## src/rtl/cstsup_pkg.sv

```systemverilog
// Package for the crypto self-test supervisor: test ids, error codes, timing.
// Assumes a 20 MHz system clock and one engine request/answer port.
package cstsup_pkg;
    // Clock rate and interval units
    localparam int unsigned CLK_HZ = 20000000;
    localparam int unsigned MIN_SECONDS = 60;
    localparam longint unsigned CYC_PER_MIN = longint'(CLK_HZ) * longint'(MIN_SECONDS);
    localparam int CYC_W = 31;
    // Interval limits in minutes
    localparam int IVL_W = 20;
    localparam logic [19:0] IVL_MAX = 20'hAE050; // 712784 minutes
    localparam logic [19:0] IVL_OFF = 20'h00000;
    // Test identifiers issued to the engines
    localparam int TID_W = 5;
    localparam logic [4:0] T_SHA256 = 5'h00;
    localparam logic [4:0] T_RSAVER = 5'h01;
    localparam logic [4:0] T_FWSIG = 5'h02;
    localparam logic [4:0] T_AES_ECB_E = 5'h03;
    localparam logic [4:0] T_AES_ECB_D = 5'h04;
    localparam logic [4:0] T_AES_CFB_E = 5'h05;
    localparam logic [4:0] T_AES_CFB_D = 5'h06;
    localparam logic [4:0] T_AES_GCM_E = 5'h07;
    localparam logic [4:0] T_AES_GCM_D = 5'h08;
    localparam logic [4:0] T_KWRAP = 5'h09;
    localparam logic [4:0] T_KUNWRAP = 5'h0A;
    localparam logic [4:0] T_HMAC384 = 5'h0B;
    localparam logic [4:0] T_SHA384 = 5'h0C;
    localparam logic [4:0] T_KAS384 = 5'h0D;
    localparam logic [4:0] T_DRBG_INST = 5'h0E;
    localparam logic [4:0] T_DRBG_GEN = 5'h0F;
    localparam logic [4:0] T_DRBG_RESEED = 5'h10;
    localparam logic [4:0] T_LAST = 5'h10;
    localparam logic [4:0] T_FIRST_KAT = 5'h03;
    localparam logic [4:0] T_PCT = 5'h11;
    localparam logic [4:0] T_FWLOAD = 5'h12;
    // Error codes reported on status and logged
    localparam int ERR_W = 4;
    localparam logic [3:0] ERR_NONE = 4'h0;
    localparam logic [3:0] ERR_PCT = 4'h1;
    localparam logic [3:0] ERR_CRIT = 4'h2;
    localparam logic [3:0] ERR_FW = 4'h3;
    // Error class shown to the command path
    typedef enum logic [1:0] {
        CSTS_CLASS_OK = 2'h0,
        CSTS_CLASS_KEYPAIR = 2'h1,
        CSTS_CLASS_CRIT = 2'h2,
        CSTS_CLASS_FW = 2'h3
    } cstsup_class_t;
    // Supervisor states, Gray along the power-up path
    typedef enum logic [3:0] {
        S_POR = 4'h0,
        S_PRE_REQ = 4'h1,
        S_PRE_WAIT = 4'h3,
        S_RUN = 4'h2,
        S_PER_DRAIN = 4'h6,
        S_PER_REQ = 4'h7,
        S_PER_WAIT = 4'h5,
        S_PCT_WAIT = 4'h4,
        S_LOG = 4'hC,
        S_LOG_WAIT = 4'hD,
        S_CRIT_HALT = 4'hF,
        S_FW_FAIL = 4'hE,
        S_FWL_WAIT = 4'hA
    } cstsup_state_t;
endpackage

```

## src/rtl/cstsup_top.sv

```systemverilog
// Crypto self-test supervisor: sequences power-up and periodic self-tests,
// gates host commands, logs failures and maps them to error states.
// Assumes engines answer each test request with a done pulse and a pass bit,
// and a flash writer that acknowledges one log write with a done pulse.
`timescale 1ns/1ps
// Function
// - Run full pre-operational test set after every power-up.
// - Repeat conditional tests periodically at programmed interval, no command needed.
// - Refuse new host commands while periodic test pending or running.
// - Let queued commands drain before a periodic test starts; hold the buffer during it.
// - Failing known-answer test resets device; key-pair failure does not; passing tests leave no side effect.
// - Record latest self-test error in internal flash for later readout.
// - Known-answer failure: log to flash, then halt until power cycle.
// - Firmware failure: stop, enter flash programming until power cycle or reflash.
// - Key-pair check failure: discard key, return code 0x1, keep running.
// - Verify boot block and firmware signature at power-up.
// - Verify downloaded image signature before accepting it.
// - RSA verify and SHA-256 tests precede firmware integrity check.
// - Random generator tests run before first random output.
// - Cipher modes and key wrap tests; failure is critical.
// - HMAC, SHA-384 and key-agreement tests; failure is critical.
// - Pairwise check after each key-pair generation; failure is temporary. Only a KEYGEN_DONE seen in S_RUN with no test due is checked.
// - Interval in minutes, legal range 1 to 712784.
// - Interval zero disables periodic testing.
module cstsup_top #(
    parameter longint unsigned CYC_PER_MIN_P = cstsup_pkg::CYC_PER_MIN
) (
    input wire logic CLK,
    input wire logic ARST_N,
    input wire logic [cstsup_pkg::IVL_W-1:0] INTERVAL_MIN,
    input wire logic CMD_VALID,
    output logic CMD_READY,
    input wire logic IOBUF_EMPTY,
    output logic IOBUF_HOLD,
    output logic TEST_REQ,
    output logic [cstsup_pkg::TID_W-1:0] TEST_ID,
    input wire logic TEST_DONE,
    input wire logic TEST_PASS,
    input wire logic KEYGEN_DONE,
    input wire logic FWLOAD_DONE,
    output logic KEY_DISCARD,
    output logic [cstsup_pkg::ERR_W-1:0] OP_ERR_CODE,
    output logic OP_ERR_VALID,
    output logic RNG_ENABLE,
    output logic FW_ACCEPT,
    output logic FLASH_WR,
    output logic [cstsup_pkg::ERR_W-1:0] FLASH_ERR,
    output logic [cstsup_pkg::TID_W-1:0] FLASH_TID,
    input wire logic FLASH_DONE,
    output logic SELF_RESET,
    output logic FLASH_PROG_MODE,
    output logic HALTED,
    output logic TEST_PENDING,
    output logic TESTS_PASSED,
    output cstsup_pkg::cstsup_class_t ERR_CLASS,
    input wire logic NEW_IMAGE_DONE
);
    import cstsup_pkg::*;

    initial begin
        if (CYC_PER_MIN_P < 1 || CYC_PER_MIN_P >= (64'h1 << CYC_W)) begin
            $error("minute count out of range");
        end
    end

    typedef struct packed {
        cstsup_state_t st;
        logic [TID_W-1:0] tid;
        logic periodic;
        logic [CYC_W-1:0] cyc;
        logic [IVL_W-1:0] mins;
        logic due;
        logic [ERR_W-1:0] err;
        logic [TID_W-1:0] err_tid;
        logic passed;
        logic rng_ok;
        logic discard;
        logic op_err;
        logic fw_accept;
        logic self_reset;
        // One-cycle request for the key-pair and download checks
        logic req_pend;
        cstsup_class_t cls;
    } cstsup_reg_t;

    cstsup_reg_t r;
    cstsup_reg_t next_r;

    // Last cycle of one minute; the counter wraps here and bumps the minutes
    localparam logic [CYC_W-1:0] CYC_LAST = CYC_W'(CYC_PER_MIN_P - 1);

    // Next-state logic: pulses default low so each lasts one cycle; self_reset is high from the second cycle of S_CRIT_HALT on.
    // The minute timer only runs in RUN, so time spent in tests, logging or
    // handling a key pair does not count against the interval.

    always_comb begin
        next_r = r;
        next_r.discard = 1'b0;
        next_r.op_err = 1'b0;
        next_r.fw_accept = 1'b0;
        next_r.self_reset = 1'b0;
        next_r.req_pend = 1'b0;
        // minute timer
        // Out-of-range settings are treated as off rather than clamped,
        // so a bad programming value can never start a test storm.
        if (INTERVAL_MIN == IVL_OFF || INTERVAL_MIN > IVL_MAX) begin
            next_r.cyc = '0;
            next_r.mins = '0;
        end else if (r.st == S_RUN && !r.due) begin
            if (r.cyc == CYC_LAST) begin
                next_r.cyc = '0;
                if (r.mins + 20'h00001 >= INTERVAL_MIN) begin
                    next_r.due = 1'b1;
                    next_r.mins = '0;
                end else begin
                    next_r.mins = r.mins + 20'h00001;
                end
            end else begin
                next_r.cyc = r.cyc + 31'h00000001;
            end
        end
        unique case (r.st)
            S_POR: begin
                next_r.tid = T_SHA256;
                next_r.periodic = 1'b0;
                next_r.st = S_PRE_REQ;
            end
            S_PRE_REQ, S_PER_REQ: begin
                next_r.st = (r.st == S_PRE_REQ) ? S_PRE_WAIT : S_PER_WAIT;
            end
            S_PRE_WAIT, S_PER_WAIT: begin
                if (TEST_DONE) begin
                    if (!TEST_PASS) begin
                        next_r.err = (r.tid <= T_FWSIG) ? ERR_FW : ERR_CRIT;
                        next_r.err_tid = r.tid;
                        next_r.st = S_LOG;
                    end else if (r.tid == T_LAST) begin
                        next_r.rng_ok = 1'b1;
                        next_r.passed = 1'b1;
                        next_r.cls = CSTS_CLASS_OK;
                        next_r.st = S_RUN;
                        if (r.periodic) begin
                            next_r.due = 1'b0;
                            next_r.cyc = '0;
                            next_r.mins = '0;
                        end
                    end else begin
                        next_r.tid = r.tid + 5'h01;
                        next_r.st = (r.st == S_PRE_WAIT) ? S_PRE_REQ : S_PER_REQ;
                    end
                end
            end
            S_RUN: begin
                if (r.due) begin
                    next_r.st = S_PER_DRAIN;
                    next_r.passed = 1'b0;
                end else if (KEYGEN_DONE) begin
                    // request issued once the id register holds the check
                    next_r.tid = T_PCT;
                    next_r.req_pend = 1'b1;
                    next_r.st = S_PCT_WAIT;
                end else if (FWLOAD_DONE) begin
                    // request issued once the id register holds the check
                    next_r.tid = T_FWLOAD;
                    next_r.req_pend = 1'b1;
                    next_r.st = S_FWL_WAIT;
                end
            end
            S_PER_DRAIN: begin
                if (IOBUF_EMPTY) begin
                    next_r.tid = T_FIRST_KAT;
                    next_r.periodic = 1'b1;
                    next_r.st = S_PER_REQ;
                end
            end
            S_PCT_WAIT: begin
                if (TEST_DONE) begin
                    if (!TEST_PASS) begin
                        next_r.discard = 1'b1;
                        next_r.op_err = 1'b1;
                        next_r.err = ERR_PCT;
                        next_r.err_tid = T_PCT;
                        next_r.cls = CSTS_CLASS_KEYPAIR;
                        next_r.st = S_LOG;
                    end else begin
                        next_r.st = S_RUN;
                    end
                end
            end
            S_FWL_WAIT: begin
                if (TEST_DONE) begin
                    if (TEST_PASS) begin
                        next_r.fw_accept = 1'b1;
                        next_r.st = S_RUN;
                    end else begin
                        next_r.err = ERR_FW;
                        next_r.err_tid = T_FWLOAD;
                        next_r.st = S_LOG;
                    end
                end
            end
            S_LOG: begin
                next_r.st = S_LOG_WAIT;
            end
            S_LOG_WAIT: begin
                if (FLASH_DONE) begin
                    unique case (r.err)
                        ERR_CRIT: begin
                            next_r.cls = CSTS_CLASS_CRIT;
                            next_r.st = S_CRIT_HALT;
                        end
                        ERR_FW: begin
                            next_r.cls = CSTS_CLASS_FW;
                            next_r.st = S_FW_FAIL;
                        end
                        default: begin
                            next_r.st = S_RUN;
                        end
                    endcase
                end
            end
            S_CRIT_HALT: begin
                next_r.self_reset = 1'b1;
            end
            S_FW_FAIL: begin
                if (NEW_IMAGE_DONE) begin
                    next_r = '0;
                    next_r.st = S_POR;
                    next_r.self_reset = 1'b1;
                end
            end
            default: begin
                next_r.st = S_POR;
            end
        endcase
    end

    // Single state register
    always_ff @(posedge CLK or negedge ARST_N) begin
        if (!ARST_N) begin
            r <= '0;
        end else begin
            r <= next_r;
        end
    end

    assign CMD_READY = (r.st == S_RUN) && !r.due;
    assign IOBUF_HOLD = (r.st == S_PER_REQ) || (r.st == S_PER_WAIT);
    // Requests come from the request states or req_pend, each loaded on the same edge as the id,
    // so an engine never latches the id of the previous test.
    assign TEST_REQ = (r.st == S_PRE_REQ) || (r.st == S_PER_REQ) || r.req_pend;
    assign TEST_ID = r.tid;
    assign KEY_DISCARD = r.discard;
    assign OP_ERR_VALID = r.op_err;
    assign OP_ERR_CODE = r.op_err ? ERR_PCT : ERR_NONE;
    assign RNG_ENABLE = r.rng_ok;
    assign FW_ACCEPT = r.fw_accept;
    assign FLASH_WR = (r.st == S_LOG);
    assign FLASH_ERR = r.err;
    assign FLASH_TID = r.err_tid;
    assign SELF_RESET = r.self_reset;
    assign FLASH_PROG_MODE = (r.st == S_FW_FAIL);
    assign HALTED = (r.st == S_CRIT_HALT);
    // status view
    // Pending covers both a due interval and any run not yet passed,
    // so the command side sees one flag for the whole test window.
    assign TEST_PENDING = r.due || !r.passed;
    assign TESTS_PASSED = r.passed;
    assign ERR_CLASS = r.cls;
endmodule

```

## config.mk

```make
export PLATFORM = sky130hd
export DESIGN_NAME = cstsup_top
export DESIGN_NICKNAME = d
export VERILOG_FILES = /design/src/rtl/cstsup_pkg.sv /design/src/rtl/cstsup_top.sv
export SDC_FILE = /design/constraint.sdc
export NUM_CORES = 1
export LEC_CHECK = 0
export ABC_CLOCK_PERIOD_IN_PS = 5350
export CORE_MARGIN = 10
export CORE_UTILIZATION = 46
export CTS_CLUSTER_DIAMETER = 60
export CTS_CLUSTER_SIZE = 30
export DETAILED_ROUTE_END_ITERATION = 6
export DONT_BUFFER_PORTS = 1
export SLEW_MARGIN = 40
export SYNTH_ARGS = -nofsm -noshare
export SYNTH_HDL_FRONTEND = slang
export SYNTH_SLANG_ARGS = --single-unit
```

## constraint.sdc

```tcl
create_clock -name CLK -period 5.35 [get_ports CLK]
set_clock_uncertainty 0.05 [all_clocks]
set_input_delay 0.2675 -clock CLK [delete_from_list [all_inputs] [get_ports CLK]]
set_output_delay 0.2675 -clock CLK [all_outputs]
set_load 0.01 [all_outputs]
```

* After elaboration in Yosys (flattened, before gate mapping)
Cells that the tools add are included.
** Storage, ports and cells
- Register bits after elaboration :: 80
- Word-level logic and storage cells :: 147
** Operators by class
- $add $sub $neg :: 3
- Order comparisons :: 3
- Equality and inequality tests :: 34
- Muxes and demuxes :: 64
- Bitwise logic cells :: 1
- Reduce and logical (&&, ||, !) cells :: 26
** Operators with widths (count)
- 52-bit two-way mux :: 4
- 52-bit case mux with 2 select lines :: 1
- 80-bit two-way mux :: 1
- 9-bit two-way mux :: 8
- 63-bit two-way mux :: 1
- 51-bit two-way mux :: 1
- 4-bit case mux with 10 select lines :: 1
- 9-bit case mux with 4 select lines :: 1
- 31-bit by 1-bit adder with 31-bit output, second input constant :: 1
- 31-bit equality test, second input constant :: 1
- 31-bit two-way mux :: 1
- 2-bit != test, second input constant :: 13
- 5-bit case mux with 5 select lines :: 1
- 21-bit two-way mux :: 1
- 20-bit by 1-bit adder with 20-bit output, second input constant :: 1
- 4-bit equality test, second input constant :: 5
- 20-bit greater-or-equal comparator :: 1
- 20-bit > comparator, second input constant :: 1
- 20-bit logical NOT :: 1
- 2-bit two-way mux :: 10
- 20-bit two-way mux :: 1
- 4-bit two-way mux :: 5
- 4-bit by 2-bit equality test with 1-bit output, second input constant :: 4
- 4-bit by 3-bit equality test with 1-bit output, second input constant :: 4
- other kinds (33) :: 62

* Depth between registers and ports, before layout
Gate-level depths: netlist of the first run.
- Word-level depth :: 11
- Mapped depth :: 13
- Depth with buffers taken out :: 12

* Worst setup path after synthesis of the first run
OpenSTA, ideal clock, no wires.
- Path type :: register to register
- Start :: reg r[19] in the netlist's numbering
- End :: reg r[28] in the netlist's numbering
- Setup time :: 0.136 ns
- Data arrival time :: 2.936 ns
- Data required time :: 5.164 ns
- Path slack :: 2.227 ns
- Stages on the path, launching flop included :: 13
- Path buffers :: 1
- Period minus slack after synthesis :: 3.123 ns
- Cell sequence :: dfrtp_1 ha_1 and4_1 nand3_1 nor3_1 xor2_1 ha_1 nand4_1 or4_1 o221ai_1 clkbuf_1 o21bai_1 a21oi_1
** RTL lines
- start, declared :: RTL line cstsup_top.sv:86 : cstsup_reg_t r;
- start signal, assigned :: RTL line cstsup_top.sv:243 : r <= next_r;

==> results.md, run 1 <==
- P&R area growth vs syn: 5.09%
- Post-DP HPWL: 9.33 mm
- Drt total wl: 12.8 mm
- Setup_tns: 0 ps
- TritonRoute pass-1 iters: 5
- IO Pins: 63
- Fmax: 291 MHz
- Final RePlAce weighted congestion: 0.849
- Startpoint Class: flip-flop
- Register share of total power: 39.9%
- Slew margin rel.: 49.3%
- Mapped Area: 5450 um2
- Ys async rst share: 100%
- Gr usage total: 15.9%
- Largest net degree at the start of global routing: 78
- Count of pins over their slew limit: 0
- Gate Count Post-Synth: 660
- Clk_lat worst skew: 330 ps
- Avg WL per Cell: 16.5 um
- Drt first-iter violations: 344
- Reg-to-reg critical path endpoint: r[18]
- CP Max Fanout: 23
- Tot Pwr: 2.13 mW
- CTS tree: built
- Clock network power share: 27.5%
- Number of global-route vias before repair: 4,318
- First-pass GRT wire length: 21.8 mm
- # diodes: 0
- RSZ-0062 raised after global routing: false
- PwrDens: 372 nW/um2
- Vias per inst: 5.76
- Worst r2r path cells: 11
- Port bufs: 0
- Share of cells above drive strength 1: 4.57%
- Pint: 1.31 mW
- WHS Path Cells: 2
- Starting Density: 47.3%
- Worst flop-to-flop path startpoint: r[19]
- # clock sinks: 77
- Clock-pin slew on the worst setup and hold paths: 50 ps
- Avg Cell Area, Syn: 8.26 um2
- EDFF count, synth: 0
- Total CTS buffers: 9
- # nets final: 687
- #FFs+latches synth: 77
- Worst IR Drop VDD: 0.233 mV
- Leak: 2.52 nW
- Commonest non-fill, non-tap cell in the layout: dfrtp_1
- Drc violations: 0
- CP required: 5550 ps
- Main synth FF type: dfrtp_1
- CTS H-Tree Depth: 3
- Number of max-cap violations: 0
- Worst Tran Pin Value: 761 ps
- DIE WIDTH: 129 um
- Area of the die: 16,600 um2
- Global route overflow: 0
- Synth warn: 0
- Final hold viol count: 0
- Antenna violations before repair: 0
- Die Ht: 129 um
- Rows: 39
- Switching share of total power: 38.6%
- Commonest non-fill, non-tap cells in the layout: 76 x dfrtp_1, 73 x nand2_1, 64 x nor2_1
- Root Driver: clkbuf_16
- Post-CTS Hold Fix Bufs: 2
- Status: completed
- # resized after CTS: 0
- Setup Crit Path Kind: flip-flop to flip-flop
- Final setup violation count: 0
- Vias: 4,485
- CP Capture Type: flip-flop
- HP Class: input pin to flip-flop
- ANT nets after route: 0
- R2R Setup Slk: 1920 ps
- Final Cycle Share: 64.2%
- Worst-case clock buffer depth: 2
- Crit path DAT: 3640 ps
- Clock period minus worst slack: 3430 ps
- Comb power frac: 32.5%
- Core Area: 11,500 um2
- WHS Endpoint: SELF_RESET
- Sequential fraction of the synthesis area: 35.3%
- Library cells used by synthesis: 66
- Post-CTS setup buffers: 0
- NetSw: 823 uW
- Hold_sp: NEW_IMAGE_DONE
-- worst max-delay path by stage --
stage,from,endpoint,slack (ps)
after floorplan,r[19],r[28],2230
after global placement,r[19],r[28],1940
after detailed placement,r[19],r[28],1910
after CTS,r[19],r[28],1890
after global routing,r[19],r[34],1510
final,r[19],r[18],1920
-- state kept, by name, summed over array words and instances, names as in the netlist --
signal	flops
ERR_CLASS	2
r	58
FLASH_ERR	2
TEST_ID	5
TESTS_PASSED	1
RNG_ENABLE	1
KEY_DISCARD	1
FW_ACCEPT	1
FLASH_TID	5
SELF_RESET	1
-- power by group through the flow --
stage | Combinational, mW | Sequential (mW) | Clock [mW]
finish | 0.694 | 0.851 | 0.587
global route | 0.788 | 0.874 | 0.627
CTS | 0.694 | 0.851 | 0.606
detailed placement | 0.675 | 0.861 | 0
global placement | 0.659 | 0.856 | 0
floorplan | 0.684 | 0.742 | 0
-- final cells by class --
cell class                 count  area (um2)
clock buffer                  12         246
clock inverter                 2        35.0
fill                        1099        5790
inverter                      37         139
multi-input combinational    499        3120
sequential                    77        1930
tap                          143         179
timing repair buffer           8        86.3
-- cells in the mapped netlist, types with 5 or more instances --
cell      instances  share of area, %
a21o_1            5              0.69
a21oi_1          51               4.7
a31oi_1           5              0.57
and2_1            5              0.57
and3_1           10               1.1
and4_1           16               2.6
buf_2             8              0.73
buf_4            21               2.9
clkbuf_1         19               1.3
dfrtp_1          77                35
ha_1             25               5.7
inv_1            36               2.5
nand2_1          73               5.0
nand3_1          29               2.7
nand4_1          16               1.8
nor2_1           64               4.4
nor2b_1           9               1.0
nor3_1           13               1.2
nor4_1            8              0.92
o21ai_0          26               2.4
or3_1            11               1.3
or3b_1           12               1.9
xnor2_1          24               3.9
xor2_1           23               3.7
-- worst max-delay path, stage by stage, from the launching register on --
cell	delay, ps
dfrtp_1	420
and3_1	200
nand3_1	310
nor4_1	450
xor2_1	150
ha_1	320
nand4_1	160
or4_1	550
o221ai_1	190
buf_4	280
nand4_1	120
a21oi_1	170
-- kinds of logic after synthesis --
kind of cell             count (synthesis)  synth area share [%]
multiplexers                             4                 0.757
buffers and inverters                   88                  7.82
adder cells (fa/ha/maj)                 25                  5.74
AO/OA/AOI/OAI                          127                  14.2
other                                    1                0.0688
AND/OR/NAND/NOR                        291                  28.5
XOR/XNOR                                47                  7.55
flip-flops                              77                  35.3
-- metrics by stage --
| stage | area (um2) | setup WS [ps] | hold WS, ps | utilization, % | cells |
|---|---|---|---|---|---|
| final | 5730 | 1920 | 56.1 | 49.8 | 778 |
| after global routing | 5730 | 1510 | 55.5 | 49.8 | 778 |
| after CTS | 5730 | 1890 | 46.2 | 49.8 | 778 |
| after detailed placement | 5410 | 1910 | -74.1 | 47.0 | 762 |
| after global placement | 5390 | 1940 | -74.6 | 46.8 | 760 |
| after floorplan | 5470 | 2230 | -78.1 | - | 664 |
-- layer usage --
layer	GRT usage, %	wire (um)
met2	24.7	5940
met5	0	0
met3	4.35	793
met4	4.75	174
met1	21.1	5930
Note: power is estimated with default switching activity, not from simulation.
==> run 2, diff against run 1 <==
ABC_CLOCK_PERIOD_IN_PS = 2800   (was 5350)
clock period = 2.8 ns   (was 5.35 ns; I/O delays follow)
==> results.md, run 2 (synthesized netlist as in run 1, its figures left out) <==
- Status: complete, but fails checks (was completed)
- Failing checks: negative setup slack
- Post-DP HPWL: 10.3 mm (was 9.33 mm)
- Global route overflow: 0 (unchanged)
- Antenna violations before repair: 0 (unchanged)
- CP Capture Type: flip-flop (unchanged)
- Setup Crit Path Kind: flip-flop to flip-flop (unchanged)
- Design area: 6450 um2 (was 5730 um2)
- Crit path DAT: 3270 ps (was 3640 ps)
- Max reg flops: 58 (unchanged)
- Number of global-route vias before repair: 4,561 (was 4,318)
- CP required: 2980 ps (was 5550 ps)
- NetSw: 1.68 mW (was 823 uW)
- Root Driver: clkbuf_16 (unchanged)
- Crit path cell chain: ha_4, and4_4, and3_4, nand3_4, xnor2_2, ha_1, nand4_1, or4_4, o221ai_4, clkbuf_16, o21bai_1, a21oi_1 (was and3_1, nand3_1, nor4_1, xor2_1, ha_1, nand4_1, or4_1, o221ai_1, buf_4, nand4_1, a21oi_1)
- Avg WL per Cell: 17.3 um (was 16.5 um)
- Vias: 4,864 (was 4,485)
- CTS tree: built (unchanged)
- Crit path max-delay family: simple AND/OR/NAND/NOR gates (unchanged)
- Hold_sp: TEST_DONE (was NEW_IMAGE_DONE)
- Rows: 39 (unchanged)
- Final setup violation count: 21 (was 0)
- DP Cell Count: 805 (was 762)
- Starting Density: 47.3% (unchanged)
- Worst Tran Pin Value: 549 ps (was 761 ps)
- Gr usage total: 17.2% (was 15.9%)
- Switching share of total power: 39.2% (was 38.6%)
- Worst IR Drop VDD: 0.496 mV (was 0.233 mV)
- Final WS setup: -289 ps (was 1920 ps)
- Placed cell areas: 5840 um2 (was 5410 um2)
- ANT nets after route: 0 (unchanged)
- Critical Path Max Stage Delay: 510 ps (was 550 ps)
- Count of pins over their slew limit: 0 (unchanged)
- # clock sinks: 77 (unchanged)
- First-pass GRT wire length: 23.3 mm (was 21.8 mm)
- Drc violations: 0 (unchanged)
- # diodes: 0 (unchanged)
- Final Cycle Share: 110% (was 64.2%)
- Share of cells above drive strength 1: 15.9% (was 4.57%)
- Commonest non-fill, non-tap cells in the layout: 77 x dfrtp_1, 72 x nand2_1, 64 x nor2_1 (was 76 x dfrtp_1, 73 x nand2_1, 64 x nor2_1)
- Clock-pin slew on the worst setup and hold paths: 60 ps (was 50 ps)
- DIE WIDTH: 129 um (unchanged)
- Clk_lat worst skew: 340 ps (was 330 ps)
- Slew margin rel.: 63.4% (was 49.3%)
- Drt total wl: 14.4 mm (was 12.8 mm)
- Die Ht: 129 um (unchanged)
- Clock network power share: 27.0% (was 27.5%)
- Number of max-cap violations: 0 (unchanged)
- Multi-input gate area: 3340 um2 (was 3120 um2)
- Core Area: 11,500 um2 (unchanged)
- Area of the die: 16,600 um2 (unchanged)
- # nets final: 741 (was 687)
- PwrDens: 662 nW/um2 (was 372 nW/um2)
- TritonRoute pass-1 iters: 5 (unchanged)
- CP Max Fanout: 11 (was 23)
- Tot Pwr: 4.27 mW (was 2.13 mW)
- Layout Utilization: 56.0% (was 49.8%)
- Register share of total power: 34.5% (was 39.9%)
- Worst-case clock buffer depth: 2 (unchanged)
- Startpoint Class: flip-flop (unchanged)
- Crit path from: r[20] (was r[19])
- Drt first-iter violations: 419 (was 344)
- Pint: 2.60 mW (was 1.31 mW)
- Clock period minus worst slack: 3090 ps (was 3430 ps)
- Port bufs: 0 (unchanged)
- Reg area: 1930 um2 (about the same)
- Vias per inst: 5.83 (was 5.76)
- Commonest non-fill, non-tap cell in the layout: dfrtp_1 (unchanged)
- Fmax: 324 MHz (was 291 MHz)
- Most flop-heavy register: r (unchanged)
- CTS H-Tree Depth: 3 (unchanged)
- Worst flop-to-flop path startpoint: r[20] (was r[19])
- Filler cell count: 1,041 (was 1,099)
- HP Class: input pin to flip-flop (unchanged)
- IO Pins: 63 (unchanged)
- P&R area growth vs syn: 18.4% (was 5.09%)
- Final hold viol count: 0 (unchanged)
- Leak: 2.89 nW (was 2.52 nW)
- Fin cells: 834 (was 778)
- Largest net degree at the start of global routing: 78 (unchanged)
- Final RePlAce weighted congestion: 0.897 (was 0.849)
- Comb power frac: 38.5% (was 32.5%)
- CP bufs+invs: 1 (unchanged)
- Slowest CP cell: or4_4 (was or4_1)
- RSZ-0062 raised after global routing: true (was false)
- Total CTS buffers: 9 (unchanged)
[run 2: changes by cell type in the layout (fill, tap and decap cells not counted), moves of 3 or more]
cell,before,now
a21oi_2,0,7
a21oi_1,51,44
buf_12,0,3
and4_1,16,13
dlygate4sd3_1,1,7
buf_4,5,49
nand3_4,0,5
nand3_1,29,24
nor3_1,13,10
[run 2: path summary, 6_finish.rpt]
check / end / slack [ps] / depth (start not counted)
setup / recovery: r[29] / -290 / 12
hold / removal: FLASH_TID[0] / 10 / 2
setup reg to reg: r[29] / -290 / 12
hold reg to reg: r[40] / 510 / 2
max in group asynchronous: TEST_ID[3] / 2060 / 2
min in group asynchronous: r[38] / 290 / 2
[run 2: worst register-to-register path, cell delays in order (launching register included)]
cell       delay (ps)
dfrtp_1           410
ha_4              160
and4_4            250
and3_4            240
nand3_4            80
xnor2_2           160
ha_1              300
nand4_1           120
or4_4             510
o221ai_4          300
clkbuf_16         230
o21bai_1          110
a21oi_1            80
[run 2: power by group through the flow]
| stage | sequential, mW | combinational (mW) | clock (mW) |
|---|---|---|---|
| 2_1_floorplan | 1.42 | 1.32 | 0 |
| 3_3_place_gp | 1.49 | 1.54 | 0 |
| 3_5_place_dp | 1.49 | 1.57 | 0 |
| 4_1_cts | 1.48 | 1.61 | 1.18 |
| 5_1_grt | 1.50 | 1.84 | 1.23 |
| 6_report | 1.48 | 1.65 | 1.15 |
[run 2: area by class of cell]
| type | count | share of cell area (%) |
|---|---|---|
| repair buffers | 62 | 8.92 |
| clock inverters | 6 | 0.989 |
| flip-flops and latches | 77 | 29.9 |
| well taps | 143 | 2.77 |
| clock buffers | 10 | 3.55 |
| multi-input cells | 499 | 51.8 |
| inverters | 37 | 2.15 |
[run 2: layer usage]
metal | vias up | GRT usage (%) | part of all wire [%]
li1 | 2360 | - | -
met1 | 2358 | 22.5 | 45
met2 | 130 | 27.9 | 49
met3 | 16 | 4.15 | 5.7
met4 | 0 | 4.21 | 1.1
met5 | - | 0 | 0
[run 2: timing repair]
action	4_1_cts	5_1_grt
gates resized for setup	0	30
endpoints found under the setup margin	21	21
pin swaps	0	29
hold buffers	8	0
setup buffers	0	3
gates cloned	0	2
endpoints found under the hold margin	83	0
[run 2: stage by stage]
stage / setup slack, ps / hold slack [ps] / TNS [ps]
after detailed placement: -255 / -203 / -4460
final: -289 / 13.7 / -5370
after global placement: -197 / -203 / -2900
after CTS: -278 / 4.16 / -4780
after floorplan: -131 / -206 / -2340
after global routing: -444 / 1.62 / -8300
==> run 3, diff against run 2 <==
CELL_PAD_IN_SITES_DETAIL_PLACEMENT = 0   (was unset)
CELL_PAD_IN_SITES_GLOBAL_PLACEMENT = 1   (was unset)
CORE_UTILIZATION = 44   (was 46)
PLACE_DENSITY_LB_ADDON = 0.1   (was unset)
==> results.md, run 3 (synthesized netlist as in run 1, its figures left out) <==
- CP required: 3010 ps (was 2980 ps)
- # diodes: 0 (unchanged)
- ANT nets after route: 0 (unchanged)
- Leak: 2.83 nW (was 2.89 nW)
- Final setup violation count: 21 (unchanged)
- Clock period minus worst slack: 3080 ps (was 3090 ps)
- Starting Density: 45.2% (was 47.3%)
- Drc violations: 0 (unchanged)
- Clock-pin slew on the worst setup and hold paths: 60 ps (about the same)
- Setup Crit Path Kind: flip-flop to flip-flop (unchanged)
- Final hold viol count: 0 (unchanged)
- Fmax: 324 MHz (about the same)
- Drt first-iter violations: 505 (was 419)
- Count of pins over their slew limit: 0 (unchanged)
- Root Driver: clkbuf_16 (unchanged)
- Drt total wl: 14.0 mm (was 14.4 mm)
- Port bufs: 0 (unchanged)
- # clock sinks: 77 (unchanged)
- Die Ht: 131 um (was 129 um)
- Core Area: 12,100 um2 (was 11,500 um2)
- DIE WIDTH: 131 um (was 129 um)
- Worst IR Drop VDD: 0.574 mV (was 0.496 mV)
- Number of max-cap violations: 0 (unchanged)
- Crit path DAT: 3300 ps (was 3270 ps)
- Commonest non-fill, non-tap cells in the layout: 77 x dfrtp_1, 72 x nand2_1, 63 x nor2_1 (was 77 x dfrtp_1, 72 x nand2_1, 64 x nor2_1)
- Worst Tran Pin Value: 538 ps (was 549 ps)
- Clk_lat worst skew: 340 ps (about the same)
- TritonRoute pass-1 iters: 6 (was 5)
- Rows: 40 (was 39)
- Number of global-route vias before repair: 4,678 (was 4,561)
- CTS H-Tree Depth: 3 (unchanged)
- Post-DP HPWL: 10.3 mm (about the same)
- CP Capture Type: flip-flop (unchanged)
- Commonest non-fill, non-tap cell in the layout: dfrtp_1 (unchanged)
- First-pass GRT wire length: 23.8 mm (was 23.3 mm)
- Share of cells above drive strength 1: 14.0% (was 15.9%)
- Worst-case clock buffer depth: 2 (unchanged)
- Vias per inst: 5.49 (was 5.83)
- Antenna violations before repair: 0 (unchanged)
- P&R area growth vs syn: 16.7% (was 18.4%)
- CTS tree: built (unchanged)
- Final WS setup: -283 ps (was -289 ps)
- PwrDens: 685 nW/um2 (was 662 nW/um2)
- Vias: 4,694 (was 4,864)
- RSZ-0062 raised after global routing: true (unchanged)
- Most flop-heavy register: r (unchanged)
- Startpoint Class: flip-flop (unchanged)
- Max reg flops: 58 (unchanged)
- Slew margin rel.: 64.1% (was 63.4%)
- Largest net degree at the start of global routing: 78 (unchanged)
- Tot Pwr: 4.36 mW (was 4.27 mW)
- Global route overflow: 0 (unchanged)
- Total CTS buffers: 9 (unchanged)
- # nets final: 737 (was 741)
- HP Class: input pin to flip-flop (unchanged)
- Final Cycle Share: 110% (about the same)
- Status: complete, but fails checks (unchanged)
- Final RePlAce weighted congestion: 0.851 (was 0.897)
- Gr usage total: 16.3% (was 17.2%)
- DP Cell Count: 829 (was 805)
- Avg WL per Cell: 16.4 um (was 17.3 um)
- Fin cells: 855 (was 834)
- CP Max Fanout: 23 (was 11)
- IO Pins: 63 (unchanged)
- Failing checks: negative setup slack (unchanged)
- Area of the die: 17,200 um2 (was 16,600 um2)
## run 3: cell count changes in the layout (fill, tap and decap cells not counted), sizes merged
cell,delta
inv,+2
clkinv,-2
clkinvlp,-2
dlygate4sd3,+1
buf,-3
## run 3: cell type report
type | instances | area, um2
Timing Repair Buffer | 58 | 526
Inverter | 37 | 139
Clock buffer | 12 | 267
Tap cell | 168 | 210
Fill cell | 1134 | 5700
Clock inverter | 4 | 52.6
Multi-Input combinational cell | 499 | 3240
Sequential cell | 77 | 1930
## run 3: layer usage
metal | vias up | track usage [%] | routed length (um)
met5 | - | 0 | 0
met4 | 0 | 3.83 | 126
met3 | 14 | 3.77 | 617
met2 | 69 | 25.5 | 6510
met1 | 2266 | 22.2 | 6770
li1 | 2345 | - | -
## run 3: per-stage QoR
stage | utilization (%) | setup slack, ps | area, um2 | TNS (ps) | hold slack, ps
final | 52.7 | -283 | 6360 | -5020 | 28.7
after detailed placement | 48.7 | -272 | 5870 | -4780 | -203
after global placement | 48.7 | -215 | 5870 | -3360 | -203
after CTS | 52.3 | -256 | 6310 | -4400 | 21.2
after global routing | 52.7 | -422 | 6360 | -7960 | 32.2
after floorplan | - | -131 | 5560 | -2340 | -206
## run 3: worst paths after layout
kind | start | endpoint | slack [ps] | cells past startpoint
worst max-delay path | r[20] | r[18] | -280 | 12
worst min-delay path | TEST_PASS | r[77] | 30 | 2
worst max register to register | r[20] | r[18] | -280 | 12
worst min register to register | r[65] | r[65] | 500 | 2
max in group asynchronous | ARST_N | FLASH_ERR[0] | 2080 | 2
min in group asynchronous | ARST_N | r[37] | 290 | 2
## run 3: critical path: stages (launching register included)
cell and delay (ps):
dfrtp_1 420, ha_4 160, and4_4 270, and3_4 220
nand3_2 100, xnor2_2 160, ha_1 300, nand4_1 100
or4_4 530, o221ai_2 240, buf_12 190, nand4_1 110
a21oi_1 160
## run 3: repair_timing
| item | in CTS | in global routing |
|---|---|---|
| setup buffers | 0 | 1 |
| endpoints found under the hold margin | 84 | 0 |
| pin swaps | 2 | 4 |
| setup endpoints to repair | 21 | 21 |
| gates resized for setup | 2 | 9 |
| hold buffers | 9 | 0 |
## run 3: report_power, final
group	internal, mW	switching [mW]	leakage, nW
Clock	0.768	0.465	0.160
Sequential	1.27	0.242	1.03
Combinational	0.656	0.955	1.64
